### config.mk
export PLATFORM = sky130hd
export DESIGN_NAME = sync_serial_port
export DESIGN_NICKNAME = d
export VERILOG_FILES = /design/src/shared/ssp_pkg.sv /design/src/shared/ssp_div_if.sv /design/src/rtl/ssp_clk_div.sv /design/src/rtl/ssp_sync2.sv /design/src/rtl/sync_serial_port.sv
export SDC_FILE = /design/constraint.sdc
export NUM_CORES = 1
export LEC_CHECK = 0
export ABC_AREA = 0
export BUFFER_PORTS_ARGS = -buffer_cell sky130_fd_sc_hd__clkbuf_2
export CAP_MARGIN = 0
export CORE_ASPECT_RATIO = 1.4
export CORE_MARGIN = 4
export CORE_UTILIZATION = 40
export CTS_BUF_LIST = sky130_fd_sc_hd__clkbuf_8
export DETAILED_ROUTE_END_ITERATION = 16
export GPL_TIMING_DRIVEN = 0
export SLEW_MARGIN = 20
export SYNTH_ARGS = -nofsm -noshare
export SYNTH_HDL_FRONTEND = slang
export SYNTH_SLANG_ARGS = --single-unit
### constraint.sdc
create_clock -name sys_clk -period 2.2 [get_ports sys_clk]
set_input_delay 0 -clock sys_clk [delete_from_list [all_inputs] [get_ports sys_clk]]
set_output_delay 0 -clock sys_clk [all_outputs]
set_load 0.01 [all_outputs]
### src/shared/ssp_pkg.sv
package ssp_pkg;
	localparam int BYTE_W = 8;
	localparam int EDGE_W = 5;
	localparam int DIV_W = 6;
	// Serial clock edges in one byte: two per bit
	localparam logic [EDGE_W-1:0] EDGES_PER_BYTE = 5'h10;
	// Half serial period in system clocks for rate codes 00..11
	localparam logic [DIV_W-1:0] HALF_DIV4 = 6'h02;
	localparam logic [DIV_W-1:0] HALF_DIV8 = 6'h04;
	localparam logic [DIV_W-1:0] HALF_DIV16 = 6'h08;
	localparam logic [DIV_W-1:0] HALF_DIV64 = 6'h20;
	localparam logic [1:0] RATE_DIV4 = 2'h0;
	localparam logic [1:0] RATE_DIV8 = 2'h1;
	localparam logic [1:0] RATE_DIV16 = 2'h2;
	// Values after reset
	localparam logic [BYTE_W-1:0] SHIFT_RST = 8'h00;
	localparam logic [EDGE_W-1:0] EDGE_RST = 5'h00;
	localparam logic [DIV_W-1:0] DIV_RST = 6'h00;
	// Master sequencer states
	typedef enum logic [1:0] {
		ST_IDLE = 2'b01,
		ST_XFER = 2'b10
	} ssp_state_t;
endpackage

### src/shared/ssp_div_if.sv
`timescale 1ns/1ps
// Master clock divider hookup
interface ssp_div_if;
	logic       run;
	logic [1:0] rate;
	logic       tick;
	modport ctl (output run, output rate, input tick);
	modport div (input run, input rate, output tick);
endinterface

### src/rtl/ssp_clk_div.sv
`timescale 1ns/1ps
module ssp_clk_div
	import ssp_pkg::*;
(
	input  wire logic sys_clk,
	input  wire logic rst,
	ssp_div_if.div    dv
);
	logic [DIV_W-1:0] cnt_r;
	logic [DIV_W-1:0] half;

	// Half serial period for the selected rate
	always_comb
	begin
		if (dv.rate == RATE_DIV4)
			half = HALF_DIV4;
		else if (dv.rate == RATE_DIV8)
			half = HALF_DIV8;
		else if (dv.rate == RATE_DIV16)
			half = HALF_DIV16;
		else
			half = HALF_DIV64;
	end

	assign dv.tick = dv.run && (cnt_r == half - DIV_W'(1));

	// Counter restarts whenever the master is idle
	always_ff @(posedge sys_clk or posedge rst)
	begin
		if (rst)
			cnt_r <= DIV_RST;
		else if (!dv.run || dv.tick)
			cnt_r <= DIV_RST;
		else
			cnt_r <= cnt_r + DIV_W'(1);
	end
endmodule

### src/rtl/ssp_sync2.sv
`timescale 1ns/1ps
module ssp_sync2
	import ssp_pkg::*;
#(
	parameter int          WIDTH   = 4,
	parameter logic [WIDTH-1:0] RST_VAL = '0
)(
	input  wire logic             sys_clk,
	input  wire logic             rst,
	input  wire logic [WIDTH-1:0] pinIn,
	output logic      [WIDTH-1:0] pinSync
);
	logic [WIDTH-1:0] meta_r;

	if (WIDTH < 1)
	begin : g_chk
		$error("ssp_sync2 width must be at least one");
	end

	// Two flops per pin; the first is read only by the second
	always_ff @(posedge sys_clk or posedge rst)
	begin
		if (rst)
		begin
			meta_r <= RST_VAL;
			pinSync <= RST_VAL;
		end
		else
		begin
			meta_r <= pinIn;
			pinSync <= meta_r;
		end
	end
endmodule

### src/rtl/sync_serial_port.sv
`timescale 1ns/1ps
//Contract
// - Master drives serial clock, slave receives it
// - Master emits eight clock pulses per transfer
// - Slave ignores clock while select is high
// - Master out on data-out, slave out on data-in
// - Slave data-out driven only when enabled
// - Shift on one edge, sample on other
// - Phase 0 edges per polarity
// - Phase 1 edges per polarity
// - Phase 0 first bit before first edge
// - Phase 1 data changes at first edge
// - Bit order selects MSB or LSB first
// - Done flag set after last shift
// - Phase 0 slave write with select low collides
// - Phase 1 slave write allowed when idle
// - Write during transfer counts as collision
// - Colliding write discarded, transfer continues
// - Collision detected in master and slave
// - Shift register replaced by received byte
// - Interrupt when done flag rises
// - Slave overflow when byte arrives unread
// - Overflow overwrites data register
// - Each pin selectable open-drain
// - Status read then data access clears flags
// - Master rate divides by 4/8/16/64
// - Mode fault raises interrupt when enabled
module sync_serial_port
	import ssp_pkg::*;
(
	input  wire logic              sys_clk,
	input  wire logic              rst,
	input  wire logic [BYTE_W-1:0] wrData,
	input  wire logic              dataWr,
	input  wire logic              dataRd,
	input  wire logic              statusRd,
	input  wire logic              portEnable,
	input  wire logic              masterSelect,
	input  wire logic              clockPolarity,
	input  wire logic              clockPhase,
	input  wire logic              bitOrderLsb,
	input  wire logic [1:0]        rateSelect,
	input  wire logic              modeFaultOff,
	input  wire logic              odSclk,
	input  wire logic              odMosi,
	input  wire logic              odMiso,
	input  wire logic              sclkIn,
	output logic                   sclkOut,
	output logic                   sclkOe,
	input  wire logic              mosiIn,
	output logic                   mosiOut,
	output logic                   mosiOe,
	input  wire logic              misoIn,
	output logic                   misoOut,
	output logic                   misoOe,
	input  wire logic              selectN,
	output logic [BYTE_W-1:0]      shiftData,
	output logic                   transferDone,
	output logic                   writeCollision,
	output logic                   slaveOverflow,
	output logic                   modeFault,
	output logic                   busy,
	output logic                   serialIrq
);
	ssp_div_if   dvif ();
	ssp_state_t  state_r;
	logic [3:0]  pinS;
	logic        sclkS, mosiS, misoS, selNS;
	logic        sclkPrev_r, sclkLvl_r, dataOut_r, seen_r;
	logic [EDGE_W-1:0] edgeCnt_r, nEdge;
	logic [BYTE_W-1:0] shiftReg_r;
	logic        done_r, write_collision_flag_r, ovf_r, mf_r, irq_r;
	logic        mEdge, sEdge, edgeEv, isSample, isLaunch, byteDone;
	logic        slvActive, collide, accept, clearFlags, inBit, mfEvent;
	logic [2:0]  sIdx, lIdx, sIdxD_r;
	logic        sampD_r;

	function automatic logic [2:0] bitPos(input logic lsb,
		input logic [2:0] idx);
		bitPos = lsb ? idx : 3'h7 - idx;
	endfunction

	// Pins from outside pass two flops
	ssp_sync2 #(.WIDTH(4), .RST_VAL(4'h8)) u_sync (
		.sys_clk (sys_clk),
		.rst     (rst),
		.pinIn   ({selectN, misoIn, mosiIn, sclkIn}),
		.pinSync (pinS)
	);
	assign {selNS, misoS, mosiS, sclkS} = pinS;

	// Master serial clock divider
	assign dvif.run = (state_r == ST_XFER);
	assign dvif.rate = rateSelect;
	ssp_clk_div u_div (
		.sys_clk (sys_clk),
		.rst     (rst),
		.dv      (dvif.div)
	);

	// Edge events: master from divider, slave from sampled pin
	assign mEdge = masterSelect && dvif.tick;
	assign sEdge = !masterSelect && portEnable && !selNS
		&& (sclkS != sclkPrev_r);
	assign edgeEv = mEdge || sEdge;
	assign nEdge = edgeCnt_r + 5'h01;
	// Odd edges sample in phase 0, even edges in phase 1
	assign isSample = edgeEv && (nEdge[0] ^ clockPhase);
	assign isLaunch = edgeEv && !(nEdge[0] ^ clockPhase)
		&& (nEdge != EDGES_PER_BYTE);
	assign byteDone = edgeEv && (nEdge == EDGES_PER_BYTE);
	assign sIdx = bitPos(bitOrderLsb, edgeCnt_r[3:1]);
	assign lIdx = bitPos(bitOrderLsb,
		clockPhase ? edgeCnt_r[3:1] : nEdge[3:1]);
	assign inBit = masterSelect ? misoS : mosiS;

	// Write collision decode in both modes
	assign slvActive = (edgeCnt_r != EDGE_RST);
	assign collide = dataWr && (masterSelect ? (state_r == ST_XFER)
		: (clockPhase ? slvActive : !selNS));
	assign accept = dataWr && !collide;
	assign clearFlags = seen_r && (dataWr || dataRd);
	assign mfEvent = masterSelect && portEnable && !modeFaultOff
		&& !selNS;

	// Master sequencer
	always_ff @(posedge sys_clk or posedge rst)
	begin
		if (rst)
			state_r <= ST_IDLE;
		else
		begin
			case (state_r)
				ST_IDLE:
					if (accept && masterSelect && portEnable)
						state_r <= ST_XFER;
				ST_XFER:
					if (byteDone || !masterSelect || !portEnable)
						state_r <= ST_IDLE;
				default:
					state_r <= ST_IDLE;
			endcase
		end
	end

	// Edge counter; slave select high aborts the byte
	always_ff @(posedge sys_clk or posedge rst)
	begin
		if (rst)
			edgeCnt_r <= EDGE_RST;
		else if (byteDone)
			edgeCnt_r <= EDGE_RST;
		else if (masterSelect ? (state_r != ST_XFER) : selNS)
			edgeCnt_r <= EDGE_RST;
		else if (edgeEv)
			edgeCnt_r <= nEdge;
	end

	// Serial clock level and slave clock history
	always_ff @(posedge sys_clk or posedge rst)
	begin
		if (rst)
		begin
			sclkLvl_r <= 1'b0;
			sclkPrev_r <= 1'b0;
		end
		else
		begin
			sclkPrev_r <= sclkS;
			if (mEdge)
				sclkLvl_r <= !sclkLvl_r;
			else if (state_r != ST_XFER)
				sclkLvl_r <= clockPolarity;
		end
	end

	// Master samples a clock late: synced input lags the slave's launch
	always_ff @(posedge sys_clk or posedge rst)
	begin
		if (rst)
		begin
			sampD_r <= 1'b0;
			sIdxD_r <= 3'h0;
		end
		else
		begin
			sampD_r <= isSample && masterSelect;
			sIdxD_r <= sIdx;
		end
	end

	// Single shift register: load on write, fill in place
	always_ff @(posedge sys_clk or posedge rst)
	begin
		if (rst)
			shiftReg_r <= SHIFT_RST;
		else if (accept)
			shiftReg_r <= wrData;
		else if (sampD_r)
			shiftReg_r[sIdxD_r] <= misoS;
		else if (isSample && !masterSelect)
			shiftReg_r[sIdx] <= inBit;
	end

	// Outgoing bit held stable between launch edges
	always_ff @(posedge sys_clk or posedge rst)
	begin
		if (rst)
			dataOut_r <= 1'b0;
		else if (accept)
			dataOut_r <= wrData[bitPos(bitOrderLsb, 3'h0)];
		else if (isLaunch)
			dataOut_r <= shiftReg_r[lIdx];
		else if (byteDone && !clockPhase)
			dataOut_r <= shiftReg_r[bitPos(bitOrderLsb, 3'h0)];
	end

	// Status read arms the flag clear
	always_ff @(posedge sys_clk or posedge rst)
	begin
		if (rst)
			seen_r <= 1'b0;
		else if (statusRd)
			seen_r <= 1'b1;
		else if (dataWr || dataRd)
			seen_r <= 1'b0;
	end

	// Sticky flags; a set wins over a clear
	always_ff @(posedge sys_clk or posedge rst)
	begin
		if (rst)
		begin
			done_r <= 1'b0;
			write_collision_flag_r <= 1'b0;
			ovf_r <= 1'b0;
			mf_r <= 1'b0;
		end
		else
		begin
			done_r <= byteDone || (done_r && !clearFlags);
			write_collision_flag_r <= collide || (write_collision_flag_r && !clearFlags);
			ovf_r <= (!masterSelect && byteDone && done_r)
				|| (ovf_r && !clearFlags && !masterSelect);
			mf_r <= mfEvent || (mf_r && !clearFlags);
		end
	end

	// Interrupt pulse on done rising or mode fault
	always_ff @(posedge sys_clk or posedge rst)
	begin
		if (rst)
			irq_r <= 1'b0;
		else
			irq_r <= (byteDone && !done_r)
				|| (mfEvent && !mf_r);
	end

	// Pins; open-drain drives low only
	always_comb
	begin
		sclkOut = odSclk ? 1'b0 : sclkLvl_r;
		sclkOe = masterSelect && portEnable
			&& (!odSclk || !sclkLvl_r);
		mosiOut = odMosi ? 1'b0 : dataOut_r;
		mosiOe = masterSelect && portEnable
			&& (!odMosi || !dataOut_r);
		misoOut = odMiso ? 1'b0 : dataOut_r;
		misoOe = !masterSelect && portEnable
			&& (!odMiso || !dataOut_r);
	end

	assign shiftData = shiftReg_r;
	assign transferDone = done_r;
	assign writeCollision = write_collision_flag_r;
	assign slaveOverflow = ovf_r;
	assign modeFault = mf_r;
	assign busy = (state_r == ST_XFER) || slvActive;
	assign serialIrq = irq_r;

	// Pulse counter for checking
	logic [3:0] pulseCnt_r;
	always_ff @(posedge sys_clk or posedge rst)
	begin
		if (rst)
			pulseCnt_r <= 4'h0;
		else if (state_r != ST_XFER)
			pulseCnt_r <= 4'h0;
		else if (mEdge && (sclkLvl_r == clockPolarity))
			pulseCnt_r <= pulseCnt_r + 4'h1;
	end
endmodule

==> results of run 1 <==
## cells in the mapped netlist (all sizes together), types with 5 or more instances
| cell type | n |
|---|---|
| mux2i | 7 |
| nor2 | 33 |
| o21ai | 12 |
| a21oi | 15 |
| nor2b | 11 |
| xnor2 | 8 |
| xor2 | 5 |
| buf | 7 |
| inv | 7 |
| o22ai | 10 |
| dfrtp | 39 |
| nand2 | 25 |
| nand2b | 6 |
| a32oi | 5 |
| mux2 | 10 |
## layout by cell type, fill, tap and decap left out, types with 4 or more instances in the layout
master | synthesis | layout
nand2_1 | 25 | 25
nand2b_1 | 6 | 6
nor2b_1 | 11 | 11
o22ai_2 | 0 | 7
nand3_1 | 4 | 4
clkbuf_8 | 0 | 5
buf_4 | 2 | 11
xnor2_1 | 8 | 8
inv_1 | 7 | 5
dlygate4sd3_1 | 0 | 8
nor2_1 | 33 | 30
a21oi_1 | 15 | 14
mux2_2 | 10 | 9
clkbuf_2 | 0 | 45
a32oi_1 | 5 | 5
mux2i_1 | 6 | 6
xor2_1 | 4 | 4
a22oi_1 | 4 | 4
dfrtp_1 | 39 | 36
o21ai_0 | 12 | 12
## sequential cells by signal (all words and copies together), names as in the netlist
name	flops
serialIrq	1
slaveOverflow	1
edgeCnt_r	5
sclkPrev_r	1
sampD_r	1
dataOut_r	1
shiftData	8
u_sync.meta_r	4
writeCollision	1
seen_r	1
sclkLvl_r	1
modeFault	1
state_r	2
u_sync.pinSync	4
u_div.cnt_r	6
sIdxD_r	3
transferDone	1
## timing repair
item                                    4_1_cts  5_1_grt
endpoints found under the hold margin        49        0
resized for setup                            16       14
endpoints found under the setup margin        9       10
hold buffers                                  8        0
pin swaps                                     5        7
setup buffers                                 8        0
## path summary, 6_finish.rpt
check	depth (start not counted)	endpoint
hold reg to reg	0	u_sync.pinSync[2]
min in group asynchronous	3	u_sync.meta_r[0]
max in group asynchronous	4	state_r[0]
setup / recovery	6	dataOut_r
setup reg to reg	6	dataOut_r
hold / removal	3	seen_r
## final cells by class
class	count	area, sq um
Fill cell	568	2960
Tap cell	72	90.1
Buffer	7	53.8
Clock inverter	3	21.3
Timing Repair Buffer	62	385
Inverter	7	26.3
Clock buffer	5	68.8
Sequential cell	42	1060
Multi-Input combinational cell	206	1590
## metal layers
metal	track usage	vias up	wire, microns
met4	0.0849	0	221
met5	0	-	0
met2	0.321	65	3510
met3	0.0236	17	235
met1	0.187	1088	2590
li1	-	1089	-
## worst reg2reg max path, cell delays in order (launching register included)
cell	delay [ns]
dfrtp_2	0.45
or3_4	0.40
a2111oi_4	0.40
nor3b_4	0.12
o21bai_2	0.24
a2111oi_2	0.37
a2111oi_2	0.09
## power by group
group          switching [mW]  total, mW  internal [mW]
sequential             0.0466      0.868          0.822
combinational           0.185      0.357          0.173
clock                   0.278      0.501          0.223
total                   0.510       1.73           1.22
## per-stage QoR
step	cells	setup slack [ns]	hold slack, ns
3_3_place_gp	380	-0.363	0.0890
5_1_grt	404	-0.0794	0.0328
3_5_place_dp	381	-0.365	-0.0496
2_1_floorplan	263	0.0243	0.00448
4_1_cts	404	0.0164	0.00774
6_report	404	0.0176	0.00913
## logic make-up (layout without fill, tap and decap cells)
group / count (synthesis) / after routing / synth area share
adder cells (fa/ha/maj): 4 / 4 / 0.0194
XOR/XNOR: 13 / 13 / 0.0513
AO/OA/AOI/OAI: 64 / 64 / 0.172
AND/OR/NAND/NOR: 107 / 107 / 0.237
buffers and inverters: 15 / 84 / 0.0319
flip-flops: 42 / 42 / 0.408
multiplexers: 18 / 18 / 0.0808
==> metrics.md, run 1 <==
| Metric | Value |
|---|---|
| Status | completed |
| Vias per inst | 5.59 |
| CTS sink count | 42 |
| Port Buf Inserts | 45 |
| Post-synth top flop | dfrtp_1 |
| Leakage power | approximately 1.5 nW |
| Worst path required time | 2.37 ns |
| Utilization after layout | 0.527 |
| DR vias | 2259 |
| Die area | 7830 sq um |
| Fin. Hold Viols | 0 |
| Setup Crit Path Kind | flip-flop to flip-flop |
| Largest stage delay on the critical path | about 0.45 ns |
| Final HPWL DP | 4.96 mm |
| Placed Area | 2930 sq um |
| Reg-to-Reg Start | u_div.cnt_r[3] |
| Worst-path cell chain | or3_4 > a2111oi_4 > nor3b_4 > o21bai_2 > a2111oi_2 > a2111oi_2 |
| Post-route clock skew | 0.00854 ns |
| Post-synth net total | 295 |
| Die Ht | 103 microns |
| Clock transition at path regs | 0.09 ns |
| Ys async rst share | 1.00 |
| Cells after Synth | around 260 |
| RSZ-0062 raised after global routing | yes |
| Routed WL | ~6.6 mm |
| Post-synth top area share | 0.378 |
| Buffers & Inverters on Critical Path | 0 |
| Slew @ Worst Pin | between 0.6 and 0.7 ns |
| Crit path from | u_div.cnt_r[3] |
| Mean Syn Cell Area | between 9 and 10 sq um |
| Most Frequent Cell on Critical Path | a2111oi_2 |
| Total negative slack | 0 ns |
| Grt ovf | 0 |
| Flop-to-flop setup slack | about 0.018 ns |
| Ant. Diodes | 0 |
| Post-synth EDFFs | 0 |
| Crit path capture type | flip-flop |
| Design Area, Final | 3300 sq um |
| Vias in the first global route | 2306 |
| VDD IR max | 0.348 mV |
| Power Total | 1.73 mW |
| Crit path launch type | flip-flop |
| Largest net degree at the start of global routing | 31 |
| CTS Buffer Depth | 2 |
| CP Data Arrival Time | roughly 2.4 ns |
| First-pass GRT wire length | 10.9 mm |
| Register area share after synthesis | 0.408 |
| Worst Hold Class | input port to flip-flop |
| Final setup violation count | 0 |
| Clock Latency Late Sink | 0.30 ns |
| MaxCap Viol Count | 0 |
| Total track usage | 0.171 |
| Starting density of the core | 0.413 |
| CTS tree | built |
| Iter 0 DRT Violations | 109 |
| Crit-path max FO | 8 |
| Root Buffer | clkbuf_8 |
| Final GP Congestion | 0.902 |
| Initial antenna violation count | 0 |
| Total Nets Final | 363 |
| Core area | 6250 sq um |
| Post-Syn Area | approximately 2600 sq um |
| Area leader, netlist | dfrtp_1 |
| PD cells | around 520 nW/um^2 |
| Num CTS Buffers | 5 |
| CP delay by family, top | compound AO/OA/AOI/OAI gates |
| Yosys reg bits | 42 |
| # IOs | between 40 and 50 |
| Iteration count of the initial detailed-routing pass | 4 |
| CTS H-Tree Depth | 2 |
| Routed len/inst | 16.2 microns |
| Period utilization | 0.992 |
| Chip width | 75.9 microns |
| Slew HR | 0.551 |
| P&R area growth vs syn | 27.5% |
| Antenna Nets Post-Route | 0 |
| Distinct cells, synth | 54 |
| Slew Limit Fails | 0 |
| Layout cells sized above 1 | 0.358 |
| Tmin final | about 2.2 ns |
| Residual DRC | 0 |
| Synth warnings | 0 |
| Fmax | 0.458 GHz |
| Main area contributors after synthesis | dfrtp_1 38%, nor2_1 4.8%, mux2_2 4.4%, nand2_1 3.6%, dfstp_2 3.0% |
| CP max-delay cell | dfrtp_2 |
| Min-delay src | dataRd |
| Std-Cell Rows | 34 |
(Power assumes the default switching activity.)
==> run 2: changes to the inputs <==
--- a/config.mk
+++ b/config.mk
@@ -10,10 +10,11 @@
 export CAP_MARGIN = 0
 export CORE_ASPECT_RATIO = 1.4
 export CORE_MARGIN = 4
-export CORE_UTILIZATION = 40
+export CORE_UTILIZATION = 52
 export CTS_BUF_LIST = sky130_fd_sc_hd__clkbuf_8
 export DETAILED_ROUTE_END_ITERATION = 16
 export GPL_TIMING_DRIVEN = 0
+export PLACE_DENSITY = 0.78
 export SLEW_MARGIN = 20
 export SYNTH_ARGS = -nofsm -noshare
 export SYNTH_HDL_FRONTEND = slang
==> run 2 against run 1 <==
Compared with the run above:
- the run now ends with negative setup slack left
- clock power increased by 19%
- combinational power increased by 5%
- flip-flop and latch count unchanged
- critical path depth increased by 2
- final cell count decreased by 1.7%
- core utilization increased by 17 points
==> metrics.md, run 2 (synthesis results as in run 1) <==
| Metric | Value |
|---|---|
| Status | complete, but fails checks |
| Failing checks | negative setup slack |
| Layout cells sized above 1 | 0.363 |
| Crit path capture type | flip-flop |
| Clock transition at path regs | approximately 0.08 ns |
| Slew Limit Fails | 0 |
| Reg2Reg Depth | 8 |
| Vias in the first global route | 2368 |
| Die Ht | 91.4 microns |
| Routed WL | 6.65 mm |
| Largest net degree at the start of global routing | 31 |
| Highest Signal Layer | met4 |
| Final GP Congestion | 0.909 |
| Met3 WL | 261 microns |
| Port Buf Inserts | 45 |
| DR vias | roughly 2300 |
| CP max-delay cell | dfrtp_2 |
| Final cell count without fillers | around 400 |
| Fin. Hold Viols | 0 |
| Root Buffer | clkbuf_8 |
| Period utilization | 1.01 |
| Num CTS Buffers | 5 |
| Routed wl met2 | about 3.5 mm |
| Post-route clock skew | slightly below 0.007 ns |
| Flop-to-flop setup slack | -0.02 ns |
| Commonest non-fill, non-tap cell in the layout | clkbuf_2 |
| Fill cells | 374 |
| Buffers & Inverters on Critical Path | 1 |
| Placed Instances | 373 |
| Crit-path max FO | 4 |
| Starting density of the core | 0.534 |
| Reg-to-Reg Start | edgeCnt_r[0] |
| Min-delay src | dataWr |
| Final setup violation count | 1 |
| Reg area | 1060 sq um |
| CTS Buffer Depth | 2 |
| # IOs | 48 |
| Grt ovf | 0 |
| Clock Latency Late Sink | 0.30 ns |
| Antenna Nets Post-Route | 0 |
| PD cells | around 550 nW/um^2 |
| Chip width | between 60 and 70 microns |
| Largest register FFs | 8 |
| RSZ-0062 raised after global routing | yes |
| Tmin final | 2.22 ns |
| Std-Cell Rows | 30 |
| Largest stage delay on the critical path | 0.43 ns |
| Total track usage | 0.233 |
| Footprint of the multi-input gates | 1650 sq um |
| Hold EP | writeCollision |
| Final worst slack | -0.0187 ns |
| Power Total | 1.84 mW |
| Ant. Diodes | 0 |
| Die area | 6180 sq um |
| P&R area growth vs syn | 30.3% |
| Routed len/inst | between 15 and 20 microns |
| Worst Hold Class | input port to flip-flop |
| Setup Crit Path Kind | flip-flop to flip-flop |
| Iteration count of the initial detailed-routing pass | 4 |
| Residual DRC | 0 |
| Most frequent cells in the layout | 45 x clkbuf_2, 37 x dfrtp_1, 31 x nor2_1 |
| Vias per inst | roughly 6 |
| CTS tree | built |
| Final HPWL DP | 4.86 mm |
| Hold path depth | 2 |
| CTS H-Tree Depth | 2 |
| Slew HR | 0.627 |
| CTS sink count | 42 |
| Initial antenna violation count | 0 |
| Met1 WL | 2.49 mm |
| Core area | 4840 sq um |
| CP Data Arrival Time | 2.41 ns |
| Worst path required time | 2.39 ns |
| Slew @ Worst Pin | around 0.55 ns |
| Worst-path cell chain | inv_2 > ha_4 > mux2i_4 > mux2i_1 > mux2_4 > a211oi_2 > and4bb_2 > a2111oi_4 |
| MaxCap Viol Count | 0 |
| CP delay by family, top | multiplexers |
| Leakage power | ~1.5 nW |
| VDD IR max | 0.475 mV |
| Iter 0 DRT Violations | 112 |
| RR Endpoint | dataOut_r |
| Total Nets Final | 364 |
| First-pass GRT wire length | 11.0 mm |
| Crit path launch type | flip-flop |
| Fmax | roughly 0.45 GHz |
run 2: routing by layer:
metal,vias to the layer above,global-route usage
met5,-,0
met1,1127,0.256
met2,78,0.400
met3,31,0.0371
li1,1091,-
met4,0,0.147
run 2: what timing repair did:
| item | CTS | global route |
|---|---|---|
| setup buffers | 7 | 2 |
| hold buffers | 8 | 0 |
| endpoints found under the hold margin | 46 | 0 |
| pin swaps | 8 | 7 |
| setup endpoints to repair | 9 | 10 |
| gates resized for setup | 18 | 22 |
run 2: stage by stage:
stage	setup WS (ns)	util	instance area, sq um	setup TNS (ns)	hold slack, ns
after global placement	-0.260	0.599	2900	-2.03	0.0889
after CTS	-0.0107	0.667	3230	-0.0107	0.00590
after floorplan	0.0243	-	2590	0	0.00448
final	-0.0187	0.696	3370	-0.0187	0.0132
after global routing	-0.0955	0.696	3370	-0.185	0.0188
after detailed placement	-0.306	0.603	2920	-2.48	-0.0500
run 2: worst reg2reg max path, delay by kind of cell, from the launching register on:
kind	cells	cell delay, ns
AOI/OAI and AO/OA	2	0.51
adders and majority gates	1	0.20
buffers and inverters	1	0.08
DFF	1	0.43
muxes	3	0.61
and+or+nand+nor	1	0.28
run 2: worst max-delay path by stage:
stage               slack (ns)          from  cells after the start            to
floorplan                 0.02  edgeCnt_r[1]                      8  shiftData[0]
global placement         -0.26  edgeCnt_r[1]                      8  shiftData[6]
detailed placement       -0.31  edgeCnt_r[1]                      8  shiftData[3]
CTS                      -0.01  edgeCnt_r[0]                      8     dataOut_r
global route              -0.1  edgeCnt_r[1]                      8     dataOut_r
finish                   -0.02  edgeCnt_r[0]                      8     dataOut_r
run 2: layout make-up:
type,instances,share of cell area
plain buffers,7,0.0163
clock buffers,5,0.0204
clock inverters,3,0.0123
inverters,7,0.00780
multi-input cells,206,0.489
flip-flops and latches,42,0.314
well taps,64,0.0238
repair buffers,63,0.117
run 2: power breakdown:
part | internal (mW) | total, mW | leakage, nW | switching, mW
logic | 0.180 | 0.375 | 0.902 | 0.195
clock network | 0.334 | 0.596 | 0.0556 | 0.263
registers | 0.822 | 0.867 | 0.528 | 0.0451
total | 1.34 | 1.84 | 1.49 | 0.502
